### config.mk
export PLATFORM = sky130hd
export DESIGN_NAME = hwj_top
export DESIGN_NICKNAME = d
export VERILOG_FILES = /design/src/hdl/hwj_pkg.sv /design/src/hdl/hwj_gen.sv /design/src/hdl/hwj_top.sv
export SDC_FILE = /design/constraint.sdc
export NUM_CORES = 2
export LEC_CHECK = 0
export CORE_MARGIN = 3
export CORE_UTILIZATION = 30
export CTS_CLUSTER_DIAMETER = 60
export CTS_CLUSTER_SIZE = 24
export DETAILED_ROUTE_END_ITERATION = 8
export DONT_BUFFER_PORTS = 1
export GPL_TIMING_DRIVEN = 0
export PLACE_DENSITY_LB_ADDON = 0.2
export SYNTH_ARGS = -nofsm -noshare
export SYNTH_HDL_FRONTEND = slang
export SYNTH_SLANG_ARGS = --single-unit
export TNS_END_PERCENT = 1
### constraint.sdc
create_clock -name sys_clk -period 27.9 [get_ports sys_clk]
set_clock_uncertainty 0.2 [all_clocks]
set_input_delay 4.185 -clock sys_clk [delete_from_list [all_inputs] [get_ports sys_clk]]
set_output_delay 4.185 -clock sys_clk [all_outputs]
set_load 0.005 [all_outputs]
### src/hdl/hwj_pkg.sv
// shared constants, types and helpers of the handwheel jog interlock
package hwj_pkg;

  // ----------------------------------------
  // sizes
  // ----------------------------------------
  localparam int NGEN  = 3;
  localparam int NAX   = 32;
  localparam int AXCAP = 3;

  // ----------------------------------------
  // apb register map (byte addresses)
  // ----------------------------------------
  localparam logic [11:0] A_ENABLE   = 12'h000;
  localparam logic [11:0] A_AXSEL0   = 12'h004;
  localparam logic [11:0] A_SMOOTH0  = 12'h010;
  localparam logic [11:0] A_POS_REQ  = 12'h020;
  localparam logic [11:0] A_HOME_REQ = 12'h024;
  localparam logic [11:0] A_DONE     = 12'h028;
  localparam logic [11:0] A_TORQUE   = 12'h02c;
  localparam logic [11:0] A_ACCEPT   = 12'h030;
  localparam logic [11:0] A_JOG      = 12'h034;
  localparam logic [11:0] A_SELERR   = 12'h038;
  localparam logic [11:0] A_MINOR    = 12'h03c;
  localparam logic [11:0] A_MCODE    = 12'h040;
  localparam logic [11:0] A_TCONST0  = 12'h044;
  localparam logic [11:0] A_MAG0     = 12'h100;

  // ----------------------------------------
  // fields, reset values, limits
  // ----------------------------------------
  localparam logic [15:0] MINOR_CODE_REJ = 16'h00d6;
  localparam logic [15:0] TORQUE_DEF     = 16'h012c;
  localparam int          TQ_VALID_BIT   = 16;
  localparam logic [15:0] MAG_MIN        = 16'h0001;
  localparam logic [15:0] MAG_MAX        = 16'h2710;
  localparam logic [15:0] MAG_RST        = 16'h0001;
  localparam logic [5:0]  SMOOTH_MAX     = 6'h3b;
  localparam logic [5:0]  SMOOTH_RST     = 6'h00;
  localparam logic [31:0] AXSEL_RST      = 32'h0000_0000;

  // ----------------------------------------
  // timing
  // ----------------------------------------
  localparam real         SMOOTH_UNIT_MS  = 56.8;
  localparam real         CLK_MHZ         = 50.0;
  localparam int          SMOOTH_UNIT_CYC = int'(SMOOTH_UNIT_MS * CLK_MHZ * 1000.0);
  localparam logic [15:0] TCONST_STEP     = 16'(int'(SMOOTH_UNIT_MS * 10.0));

  // ----------------------------------------
  // types
  // ----------------------------------------
  typedef enum logic [1:0] {G_IDLE, G_JOG, G_DECEL} hwj_gstate_t;

  typedef struct packed {
    logic [NAX-1:0] own;
    logic [NAX-1:0] move;
    logic [NAX-1:0] grab;
    logic [NAX-1:0] minor;
    logic           sel_err;
  } hwj_gen_ev_t;

  // keeps the three lowest set bits
  function automatic logic [NAX-1:0] cap_first3(input logic [NAX-1:0] s);
    logic [1:0] n;
    cap_first3 = '0;
    n = 2'h0;
    for (int i = 0; i < NAX; i++) begin
      if (s[i] && (n < 2'(AXCAP))) begin
        cap_first3[i] = 1'b1;
        n = n + 2'h1;
      end
    end
  endfunction : cap_first3

endpackage : hwj_pkg

### src/hdl/hwj_gen.sv
// one handwheel generator: enable edge check, axis cap, jog and decel
`timescale 1ns/1ps
module hwj_gen
  import hwj_pkg::*;
(
  // clock and reset
  input  wire logic           sys_clk,
  input  wire logic           nrst,
  // controls
  input  wire logic           en,
  input  wire logic           unit_tick,
  input  wire logic [NAX-1:0] axis_sel,
  input  wire logic [5:0]     smooth,
  input  wire logic [NAX-1:0] busy,
  input  wire logic [NAX-1:0] mag_ok,
  // results
  output hwj_gen_ev_t         ev
);

  hwj_gstate_t    state;
  logic           en_q;
  logic [NAX-1:0] held;
  logic [NAX-1:0] minor;
  logic           sel_err;
  logic [5:0]     cnt;

  // ----------------------------------------
  // edge evaluation
  // ----------------------------------------
  // sample at rise
  wire logic           rise    = en & ~en_q;
  wire logic [NAX-1:0] cap     = cap_first3(axis_sel);
  wire logic           none    = (cap == '0);
  wire logic [NAX-1:0] hit     = cap & busy & ~held;
  wire logic           other   = (state == G_DECEL) && (cap != held);
  wire logic           mag_bad = |(cap & ~mag_ok);
  wire logic           accept  = rise && !other && !none && (hit == '0);
  wire logic           dec_end = (state == G_DECEL) && unit_tick && (cnt == '0);

  assign ev = {held,
               (state == G_JOG) ? held : '0,
               accept ? cap : '0,
               minor,
               sel_err};

  // ----------------------------------------
  // state
  // ----------------------------------------
  always_ff @(posedge sys_clk or negedge nrst) begin
    if (!nrst) begin
      state   <= G_IDLE;
      en_q    <= 1'b0;
      held    <= '0;
      cnt     <= '0;
      minor   <= '0;
      sel_err <= 1'b0;
    end else begin
      en_q    <= en;
      minor   <= (rise && !other && !none) ? hit : '0;
      sel_err <= (rise && other) || (accept && mag_bad);
      if ((state == G_DECEL) && unit_tick && (cnt != '0)) begin
        cnt <= cnt - 6'h1;
      end
      unique case (state)
        G_IDLE: begin
        end
        G_JOG: if (!en) begin
          state <= G_DECEL;
          cnt   <= smooth;
        end
        G_DECEL: if (dec_end && !rise) begin
          state <= G_IDLE;
          held  <= '0;
        end
      endcase
      if (accept) begin
        state <= G_JOG;
        held  <= cap;
      end
    end
  end
endmodule : hwj_gen

### src/hdl/hwj_top.sv
// top of the handwheel jog interlock: apb registers, generators, axis state
//
// The register offsets and the APB interface to the registers were decided locally.
`timescale 1ns/1ps
// ----------------------------------------
// What this block does
// - over three axes: keep lowest three
// - no selected axis: no jog
// - jog axis holds start accept
// - jog axis refuses positioning, home starts
// - torque limit 300 % unless changed
// - rise on busy axis: error 214
// - rejected: needs new rise while clear
// - reselect during decel: refused
// - decel refusal sets error store, flag
// - smoothing constant 56.8 to 3408 ms
// - movement only while enable high
// - selection: one bit per axis, 32
// - magnification 1 to 10000, else one
// - constant is (setting plus one) x 56.8 ms
// ----------------------------------------
module hwj_top
  import hwj_pkg::*;
#(
  parameter int UNIT_CYC = SMOOTH_UNIT_CYC
)(
  // clock and reset
  input  wire logic            sys_clk,
  input  wire logic            nrst,
  // apb slave
  input  wire logic            psel,
  input  wire logic            penable,
  input  wire logic            pwrite,
  input  wire logic [11:0]     paddr,
  input  wire logic [31:0]     pwdata,
  output logic      [31:0]     prdata,
  output logic                 pready,
  output logic                 pslverr,
  // axis side
  output logic      [NAX-1:0]  jog_axis,
  output logic      [NAX-1:0]  jog_move,
  output logic      [NAX-1:0]  start_accept,
  output logic      [NAX-1:0]  minor_error,
  output logic      [15:0]     torque_limit,
  output logic                 axis_select_error_flag
);

  // ----------------------------------------
  // storage
  // ----------------------------------------
  logic [NGEN-1:0] hw_enable;
  logic [NAX-1:0]  axsel [NGEN];
  logic [5:0]      smooth [NGEN];
  logic [15:0]     mag [NAX];
  logic [15:0]     eff_mag [NAX];
  logic [NAX-1:0]  pos_busy;
  logic [NGEN-1:0] axis_select_error_store;
  logic [15:0]     tq_val;
  logic            tq_valid;
  logic [15:0]     minor_code;
  logic [21:0]     div_cnt;
  logic            unit_tick;
  hwj_gen_ev_t     ev [NGEN];
  logic [NAX-1:0]  claim [NGEN+1];
  logic [NAX-1:0]  jog_all;
  logic [NAX-1:0]  move_all;
  logic [NAX-1:0]  minor_all;
  logic [NAX-1:0]  grab_all;
  logic [NGEN-1:0] sel_ev;
  logic [NAX-1:0]  mag_ok;

  // ----------------------------------------
  // apb decode
  // ----------------------------------------
  function automatic logic grp_hit(input logic [11:0] off);
    grp_hit = (off[11:4] == 8'h00) && (off[1:0] == 2'h0) && (off[3:2] < 2'(NGEN));
  endfunction : grp_hit

  function automatic logic [15:0] tconst(input logic [5:0] s);
    tconst = 16'((16'(s) + 16'h0001) * TCONST_STEP);
  endfunction : tconst

  wire logic        wr_en  = psel & penable & pwrite;
  wire logic        setup  = psel & ~penable;
  wire logic [11:0] off_ax = paddr - A_AXSEL0;
  wire logic [11:0] off_sm = paddr - A_SMOOTH0;
  wire logic [11:0] off_tc = paddr - A_TCONST0;
  wire logic [11:0] off_mg = paddr - A_MAG0;
  wire logic        in_ax  = grp_hit(off_ax);
  wire logic        in_sm  = grp_hit(off_sm);
  wire logic        in_tc  = grp_hit(off_tc);
  wire logic        in_mg  = (off_mg[11:7] == 5'h00) && (off_mg[1:0] == 2'h0);
  wire logic        is_en  = (paddr == A_ENABLE);
  wire logic        is_pos = (paddr == A_POS_REQ);
  wire logic        is_hom = (paddr == A_HOME_REQ);
  wire logic        is_don = (paddr == A_DONE);
  wire logic        is_tq  = (paddr == A_TORQUE);
  wire logic        is_acc = (paddr == A_ACCEPT);
  wire logic        is_jog = (paddr == A_JOG);
  wire logic        is_sel = (paddr == A_SELERR);
  wire logic        is_min = (paddr == A_MINOR);
  wire logic        is_mc  = (paddr == A_MCODE);
  wire logic        mapped = is_en | is_pos | is_hom | is_don | is_tq | is_acc | is_jog
                           | is_sel | is_min | is_mc | in_ax | in_sm | in_tc | in_mg;
  wire logic        w_en   = wr_en && is_en;
  wire logic        w_tq   = wr_en && is_tq;
  wire logic        w_sel  = wr_en && is_sel;
  wire logic        w_min  = wr_en && is_min;
  wire logic        w_don  = wr_en && is_don;
  wire logic        w_req  = wr_en && (is_pos || is_hom);

  // ----------------------------------------
  // apb read data
  // ----------------------------------------
  // constant read back in tenths of ms
  wire logic [31:0] rd_data =
      is_en  ? 32'(hw_enable) :
      in_ax  ? axsel[off_ax[3:2]] :
      in_sm  ? 32'(smooth[off_sm[3:2]]) :
      in_tc  ? 32'(tconst(smooth[off_tc[3:2]])) :
      in_mg  ? {eff_mag[off_mg[6:2]], mag[off_mg[6:2]]} :
      is_don ? pos_busy :
      is_tq  ? {15'h0000, tq_valid, tq_val} :
      is_acc ? start_accept :
      is_jog ? jog_axis :
      is_sel ? 32'(axis_select_error_store) :
      is_min ? minor_error :
      is_mc  ? 32'(minor_code) :
      32'h0000_0000;

  // answer is prepared in the setup cycle, so every access completes at once
  always_ff @(posedge sys_clk or negedge nrst) begin
    if (!nrst) begin
      prdata  <= '0;
      pready  <= 1'b0;
      pslverr <= 1'b0;
    end else begin
      pready <= 1'b1;
      if (setup) begin
        prdata  <= rd_data;
        pslverr <= ~mapped;
      end
    end
  end

  // ----------------------------------------
  // smoothing time base
  // ----------------------------------------
  // first unit of a decel may be short: the divider runs free to save a counter
  wire logic div_end = (div_cnt == 22'(UNIT_CYC - 1));

  always_ff @(posedge sys_clk or negedge nrst) begin
    if (!nrst) begin
      div_cnt   <= '0;
      unit_tick <= 1'b0;
    end else begin
      div_cnt   <= div_end ? '0 : div_cnt + 22'h1;
      unit_tick <= div_end;
    end
  end

  // ----------------------------------------
  // generator results merged
  // ----------------------------------------
  // lower generators win a contested axis; higher ones see it busy
  always_comb begin
    jog_all   = '0;
    move_all  = '0;
    minor_all = '0;
    grab_all  = '0;
    for (int g = 0; g < NGEN; g++) begin
      jog_all   = jog_all | ev[g].own;
      move_all  = move_all | ev[g].move;
      minor_all = minor_all | ev[g].minor;
      grab_all  = grab_all | ev[g].grab;
    end
  end

  // busy axes feed the start check
  assign claim[0] = jog_all | pos_busy;

  // ----------------------------------------
  // generators
  // ----------------------------------------
  for (genvar g = 0; g < NGEN; g++) begin : gen_hw
    wire logic       w_ax  = wr_en && in_ax && (off_ax[3:2] == 2'(g));
    wire logic       w_sm  = wr_en && in_sm && (off_sm[3:2] == 2'(g));
    wire logic [5:0] sm_in = (pwdata > 32'(SMOOTH_MAX)) ? SMOOTH_MAX : pwdata[5:0];

    always_ff @(posedge sys_clk or negedge nrst) begin
      if (!nrst) begin
        axsel[g]  <= AXSEL_RST;
        smooth[g] <= SMOOTH_RST;
      end else begin
        if (w_ax) begin
          axsel[g] <= pwdata;
        end
        if (w_sm) begin
          smooth[g] <= sm_in;
        end
      end
    end

    hwj_gen u_gen (
      .sys_clk   (sys_clk),
      .nrst      (nrst),
      .en        (hw_enable[g]),
      .unit_tick (unit_tick),
      .axis_sel  (axsel[g]),
      .smooth    (smooth[g]),
      .busy      (claim[g]),
      .mag_ok    (mag_ok),
      .ev        (ev[g])
    );

    assign claim[g+1] = claim[g] | ev[g].grab;
    assign sel_ev[g]  = ev[g].sel_err;

  end

  // ----------------------------------------
  // per-axis magnification
  // ----------------------------------------
  for (genvar i = 0; i < NAX; i++) begin : gen_ax
    wire logic w_mg = wr_en && in_mg && (off_mg[6:2] == 5'(i));

    assign mag_ok[i] = (mag[i] >= MAG_MIN) && (mag[i] <= MAG_MAX);

    always_ff @(posedge sys_clk or negedge nrst) begin
      if (!nrst) begin
        mag[i]     <= MAG_RST;
        eff_mag[i] <= MAG_RST;
      end else begin
        if (w_mg) begin
          mag[i] <= pwdata[15:0];
        end
        if (grab_all[i]) begin
          eff_mag[i] <= mag_ok[i] ? mag[i] : MAG_MIN;
        end
      end
    end

  end

  // ----------------------------------------
  // control and sticky status
  // ----------------------------------------
  wire logic [NAX-1:0]  start_req = w_req ? pwdata : '0;
  wire logic [NAX-1:0]  next_pos  = (pos_busy & ~(w_don ? pwdata : '0))
                                  | (start_req & ~jog_all);
  wire logic [NGEN-1:0] next_sel  =
      (axis_select_error_store & ~(w_sel ? pwdata[NGEN-1:0] : '0)) | sel_ev;
  wire logic [NAX-1:0]  next_min  = (minor_error & ~(w_min ? pwdata : '0)) | minor_all;

  always_ff @(posedge sys_clk or negedge nrst) begin
    if (!nrst) begin
      hw_enable               <= '0;
      pos_busy                <= '0;
      axis_select_error_store <= '0;
      minor_error             <= '0;
      minor_code              <= '0;
      tq_valid                <= 1'b0;
      tq_val                  <= TORQUE_DEF;
    end else begin
      pos_busy                <= next_pos;
      axis_select_error_store <= next_sel;
      minor_error             <= next_min;
      if (w_en) begin
        hw_enable <= pwdata[NGEN-1:0];
      end
      if (|minor_all) begin
        minor_code <= MINOR_CODE_REJ;
      end
      if (w_tq) begin
        tq_valid <= pwdata[TQ_VALID_BIT];
        tq_val   <= pwdata[15:0];
      end
    end
  end

  // ----------------------------------------
  // axis outputs
  // ----------------------------------------
  always_ff @(posedge sys_clk or negedge nrst) begin
    if (!nrst) begin
      jog_axis               <= '0;
      jog_move               <= '0;
      start_accept           <= '0;
      torque_limit           <= TORQUE_DEF;
      axis_select_error_flag <= 1'b0;
    end else begin
      jog_axis               <= jog_all;
      jog_move               <= move_all;
      start_accept           <= jog_all | pos_busy;
      torque_limit           <= tq_valid ? tq_val : TORQUE_DEF;
      axis_select_error_flag <= |next_sel;
    end
  end
endmodule : hwj_top

==> reports/results.txt <==
Status = finished, violations left
Violated checks = capacitance limit, slew limit
Setup-failing EPs final = 0
Routed vias = 71400
CTS tree = done
Post-synth ARST share = 100%
CTS buffer count = 178
Total of max-cap violations = 8
Final hold violations = 0
1st-iter DRT viols = 8634
Longest Clk Path Bufs = 4
Dpl cells = 11700
Row cnt = 196
Mean Syn Cell Area = 11.0 um2
Clk slew on worst S/H paths = 0.08 ns
CP required = 28.46 ns
R2r setup slk = 0.69 ns
Worst Hold Path Cells = 2
Psw = 1450 uW
Layout area overhead = 17.1%
Rel. slew slack = -5.11%
Crit-path max FO = 10
Post-synthesis register bit count = 1618
CP max stage delay = 0.59 ns
Final period utilization = 97.5%
Clock power frac = 50.1%
WHS = 0.266 ns
Slowest-stage cell, CP = or4_1
Final Slew Violations = 49
Share of layout cells above drive strength 1 = 23.0%
Ys Warns = 0
Mapped Cells = 7855
Leak = 0.0475 uW
DR DRC count = 0
Via-to-Cell Ratio = 5.88
Die height = 543 um
CP endpoint kind = register
Port buffer count = 0
Reg2reg start = axsel[33]$_DFFE_PN0P_
Distinct cell type count after synthesis = 116
Finished Cell Area = 101000 um2
Post-synth top area share = 44.7%
Biggest area consumer among synthesized cells = dfrtp_1
Post-DRT Antenna Nets = 0
Sink Count = 1618
IO Count = 228
HPWL after detailed placement = 368 mm
Most area-consuming cells after synthesis = dfrtp_1, mux4_2, mux2_2
Syn Nets = 8023
R2R Path End = gen_hw[2].u_gen.held[21]$_DFFE_PN0P_
Hold wc startpoint = eff_mag[0]$_DFFE_PN1P_
CTS root buf = clkbuf_16
First-pass GRT wire length = 634 mm
Least-Margin Pin Slew = 1.58 ns
Htree depth = 4
Core area = 286000 um2
PwrDens = 51.5 nW/um2
Width of the chip = 543 um
Placement Cell Area = 92200 um2
Clk Latency, worst-skew pair = 0.90 ns
Internal = 3770 uW
Fin crit period = 27.21 ns
Sequential Power Share = 45.1%
Top_reg_cell synth = dfrtp_1
Die area = 295000 um2
Final #Nets = 8367
Initial antenna violation count = 78
Most common cell after layout, fill and taps aside = dfrtp_1
TritonRoute pass-1 iters = 7
Final WL = 475 mm
Comb pwr share = 4.9%
Min-Delay Path Class = reg2reg
Hold EP = eff_mag[0]$_DFFE_PN1P_
Post-Layout Cell Count = 12100
# hold bufs at CTS = 0
Number of synthesized flops with an enable pin = 0
Fmax = 36.8 MHz
Critical path class = reg2reg
CP arrival = 27.76 ns
Most common cell on crit path = ha_1
Crit path launch type = register
Pin count of the biggest net entering global routing = 288
Initial Utilization = 30.3%
Commonest non-fill, non-tap cells in the layout = dfrtp_1, nand2_1, mux2_2
Register area share after synthesis = 46.8%
Reg2Reg Depth = 135
Number of global-route vias before repair = 70000
Routability cong. = 1.11
GRT Total Usage = 31.5%
Post-DR wirelength/cell = 39.1 um
Mapped Area = 86600 um2
Crit-path leading delay family = simple AND/OR/NAND/NOR gates
Max VDD drop = 57.5 uV
Total gr overflow = 0
Buf/Inv on CP = 23
Net Sw Frac = 27.7%
==> cells in the mapped netlist, types with 18 or more instances <==
cell / number
buf_2: 37
nor4_1: 127
and3_1: 46
a32o_1: 38
nor2_1: 392
and2_1: 107
o221ai_1: 21
buf_1: 60
a21o_1: 47
a221o_1: 19
a222oi_1: 32
nand4_1: 69
dfstp_2: 72
xor2_1: 35
dfrtp_1: 1546
or3_1: 39
nor3_1: 193
or4_1: 25
nand2b_1: 168
a211oi_1: 18
nand3_1: 125
nor2b_1: 79
o21ai_0: 190
o22ai_1: 55
a31oi_1: 22
mux4_2: 320
xnor2_1: 91
ha_1: 113
a22oi_1: 30
mux2i_1: 484
o21a_1: 18
a22o_1: 49
mux2_1: 29
nand2_1: 850
o21ai_1: 19
a2111oi_0: 23
o211ai_1: 22
a221oi_1: 35
o31ai_1: 42
mux2_2: 634
clkbuf_1: 387
inv_1: 607
a311o_1: 18
a21oi_1: 226
==> layout make-up <==
type                    instances  area [um2]
diodes                         35        87.6
plain buffers                 484        2310
clock buffers                 193        4620
clock inverters               134        1700
fillers                     28400      185000
inverters                     608        2290
multi-input cells            5124       42900
flip-flops and latches       1618       40600
well taps                    3762        4710
repair buffers                185        2190
==> tightest hold or removal path, cell delays in order, from the launching register on <==
cell	delay [ns]
dfstp_2	0.37
inv_1	0.04
a2bb2oi_1	0.05
==> how the worst max path moves through the flow <==
| stage | end | startpoint | cells past startpoint | slack (ns) |
|---|---|---|---|---|
| after floorplan | eff_mag[326]$_DFFE_PN0P_ | axsel[33]$_DFFE_PN0P_ | 146 | -0.05 |
| after global placement | eff_mag[13]$_DFFE_PN0P_ | axsel[33]$_DFFE_PN0P_ | 147 | -17.64 |
| after detailed placement | eff_mag[93]$_DFFE_PN0P_ | axsel[33]$_DFFE_PN0P_ | 147 | -17.53 |
| after CTS | eff_mag[4]$_DFFE_PN0P_ | axsel[1]$_DFFE_PN0P_ | 126 | 0.04 |
| after global routing | eff_mag[136]$_DFFE_PN0P_ | axsel[33]$_DFFE_PN0P_ | 140 | -0.23 |
| final | gen_hw[2].u_gen.held[21]$_DFFE_PN0P_ | axsel[33]$_DFFE_PN0P_ | 135 | 0.69 |
==> routing by layer <==
layer  part of all wire [%]  vias to the layer above  global-route usage, %
met2                     43                     3914                   46.8
met5                  0.029                        -                      0
met1                     39                    37500                   39.3
met4                    9.0                       22                   23.2
met3                    9.2                     1119                   8.32
li1                       -                    28900                      -
==> power by group through the flow <==
stage / Combinational (uW) / Clock (uW) / Sequential, uW
6_report: 255 / 2610 / 2350
5_1_grt: 263 / 2730 / 2350
4_1_cts: 250 / 2640 / 2350
3_5_place_dp: 248 / 0 / 2400
3_3_place_gp: 190 / 0 / 2400
2_1_floorplan: 87.5 / 0 / 2400
==> cells by family after synthesis <==
| kind of cell | Yosys count | synth area share, % |
|---|---|---|
| adder cells (fa/ha/maj) | 121 | 1.79 |
| multiplexers | 1467 | 22.5 |
| other | 1 | 0.00433 |
| AND/OR/NAND/NOR | 2295 | 12.8 |
| XOR/XNOR | 151 | 1.93 |
| buffers and inverters | 1113 | 4.99 |
| AO/OA/AOI/OAI | 1089 | 9.12 |
| flip-flops | 1618 | 46.8 |
==> through the flow <==
| stage | setup TNS [ns] | power (uW) | util [%] | setup WS [ns] |
|---|---|---|---|---|
| 2_1_floorplan | -4.30 | 2480 | - | -0.0543 |
| 3_3_place_gp | - | 2590 | 31.9 | -17.64 |
| 6_report | 0 | 5220 | 35.4 | 0.694 |
| 3_5_place_dp | - | 2640 | 32.2 | -17.53 |
| 4_1_cts | 0 | 5240 | 35.2 | 0.0350 |
| 5_1_grt | -41.99 | 5350 | 35.4 | -0.227 |
==> flip-flops by register name, summed over array words and instances, names as in the netlist, 6 cells and up <==
register / cells
axsel: 96
gen_hw.u_gen.held: 96
jog_move: 32
pos_busy: 32
div_cnt: 22
smooth: 18
tq_val: 16
prdata: 32
minor_error: 32
gen_hw.u_gen.minor: 96
gen_hw.u_gen.cnt: 18
gen_hw.u_gen.state: 6
mag: 512
jog_axis: 32
eff_mag: 512
torque_limit: 16
start_accept: 32
==> timing repair <==
action,4_1_cts,5_1_grt
pin swaps,58,22
endpoints found under the setup margin,646,609
setup buffers,106,35
gates resized for setup,308,63
No activity file was read; power rests on OpenSTA's default activity.
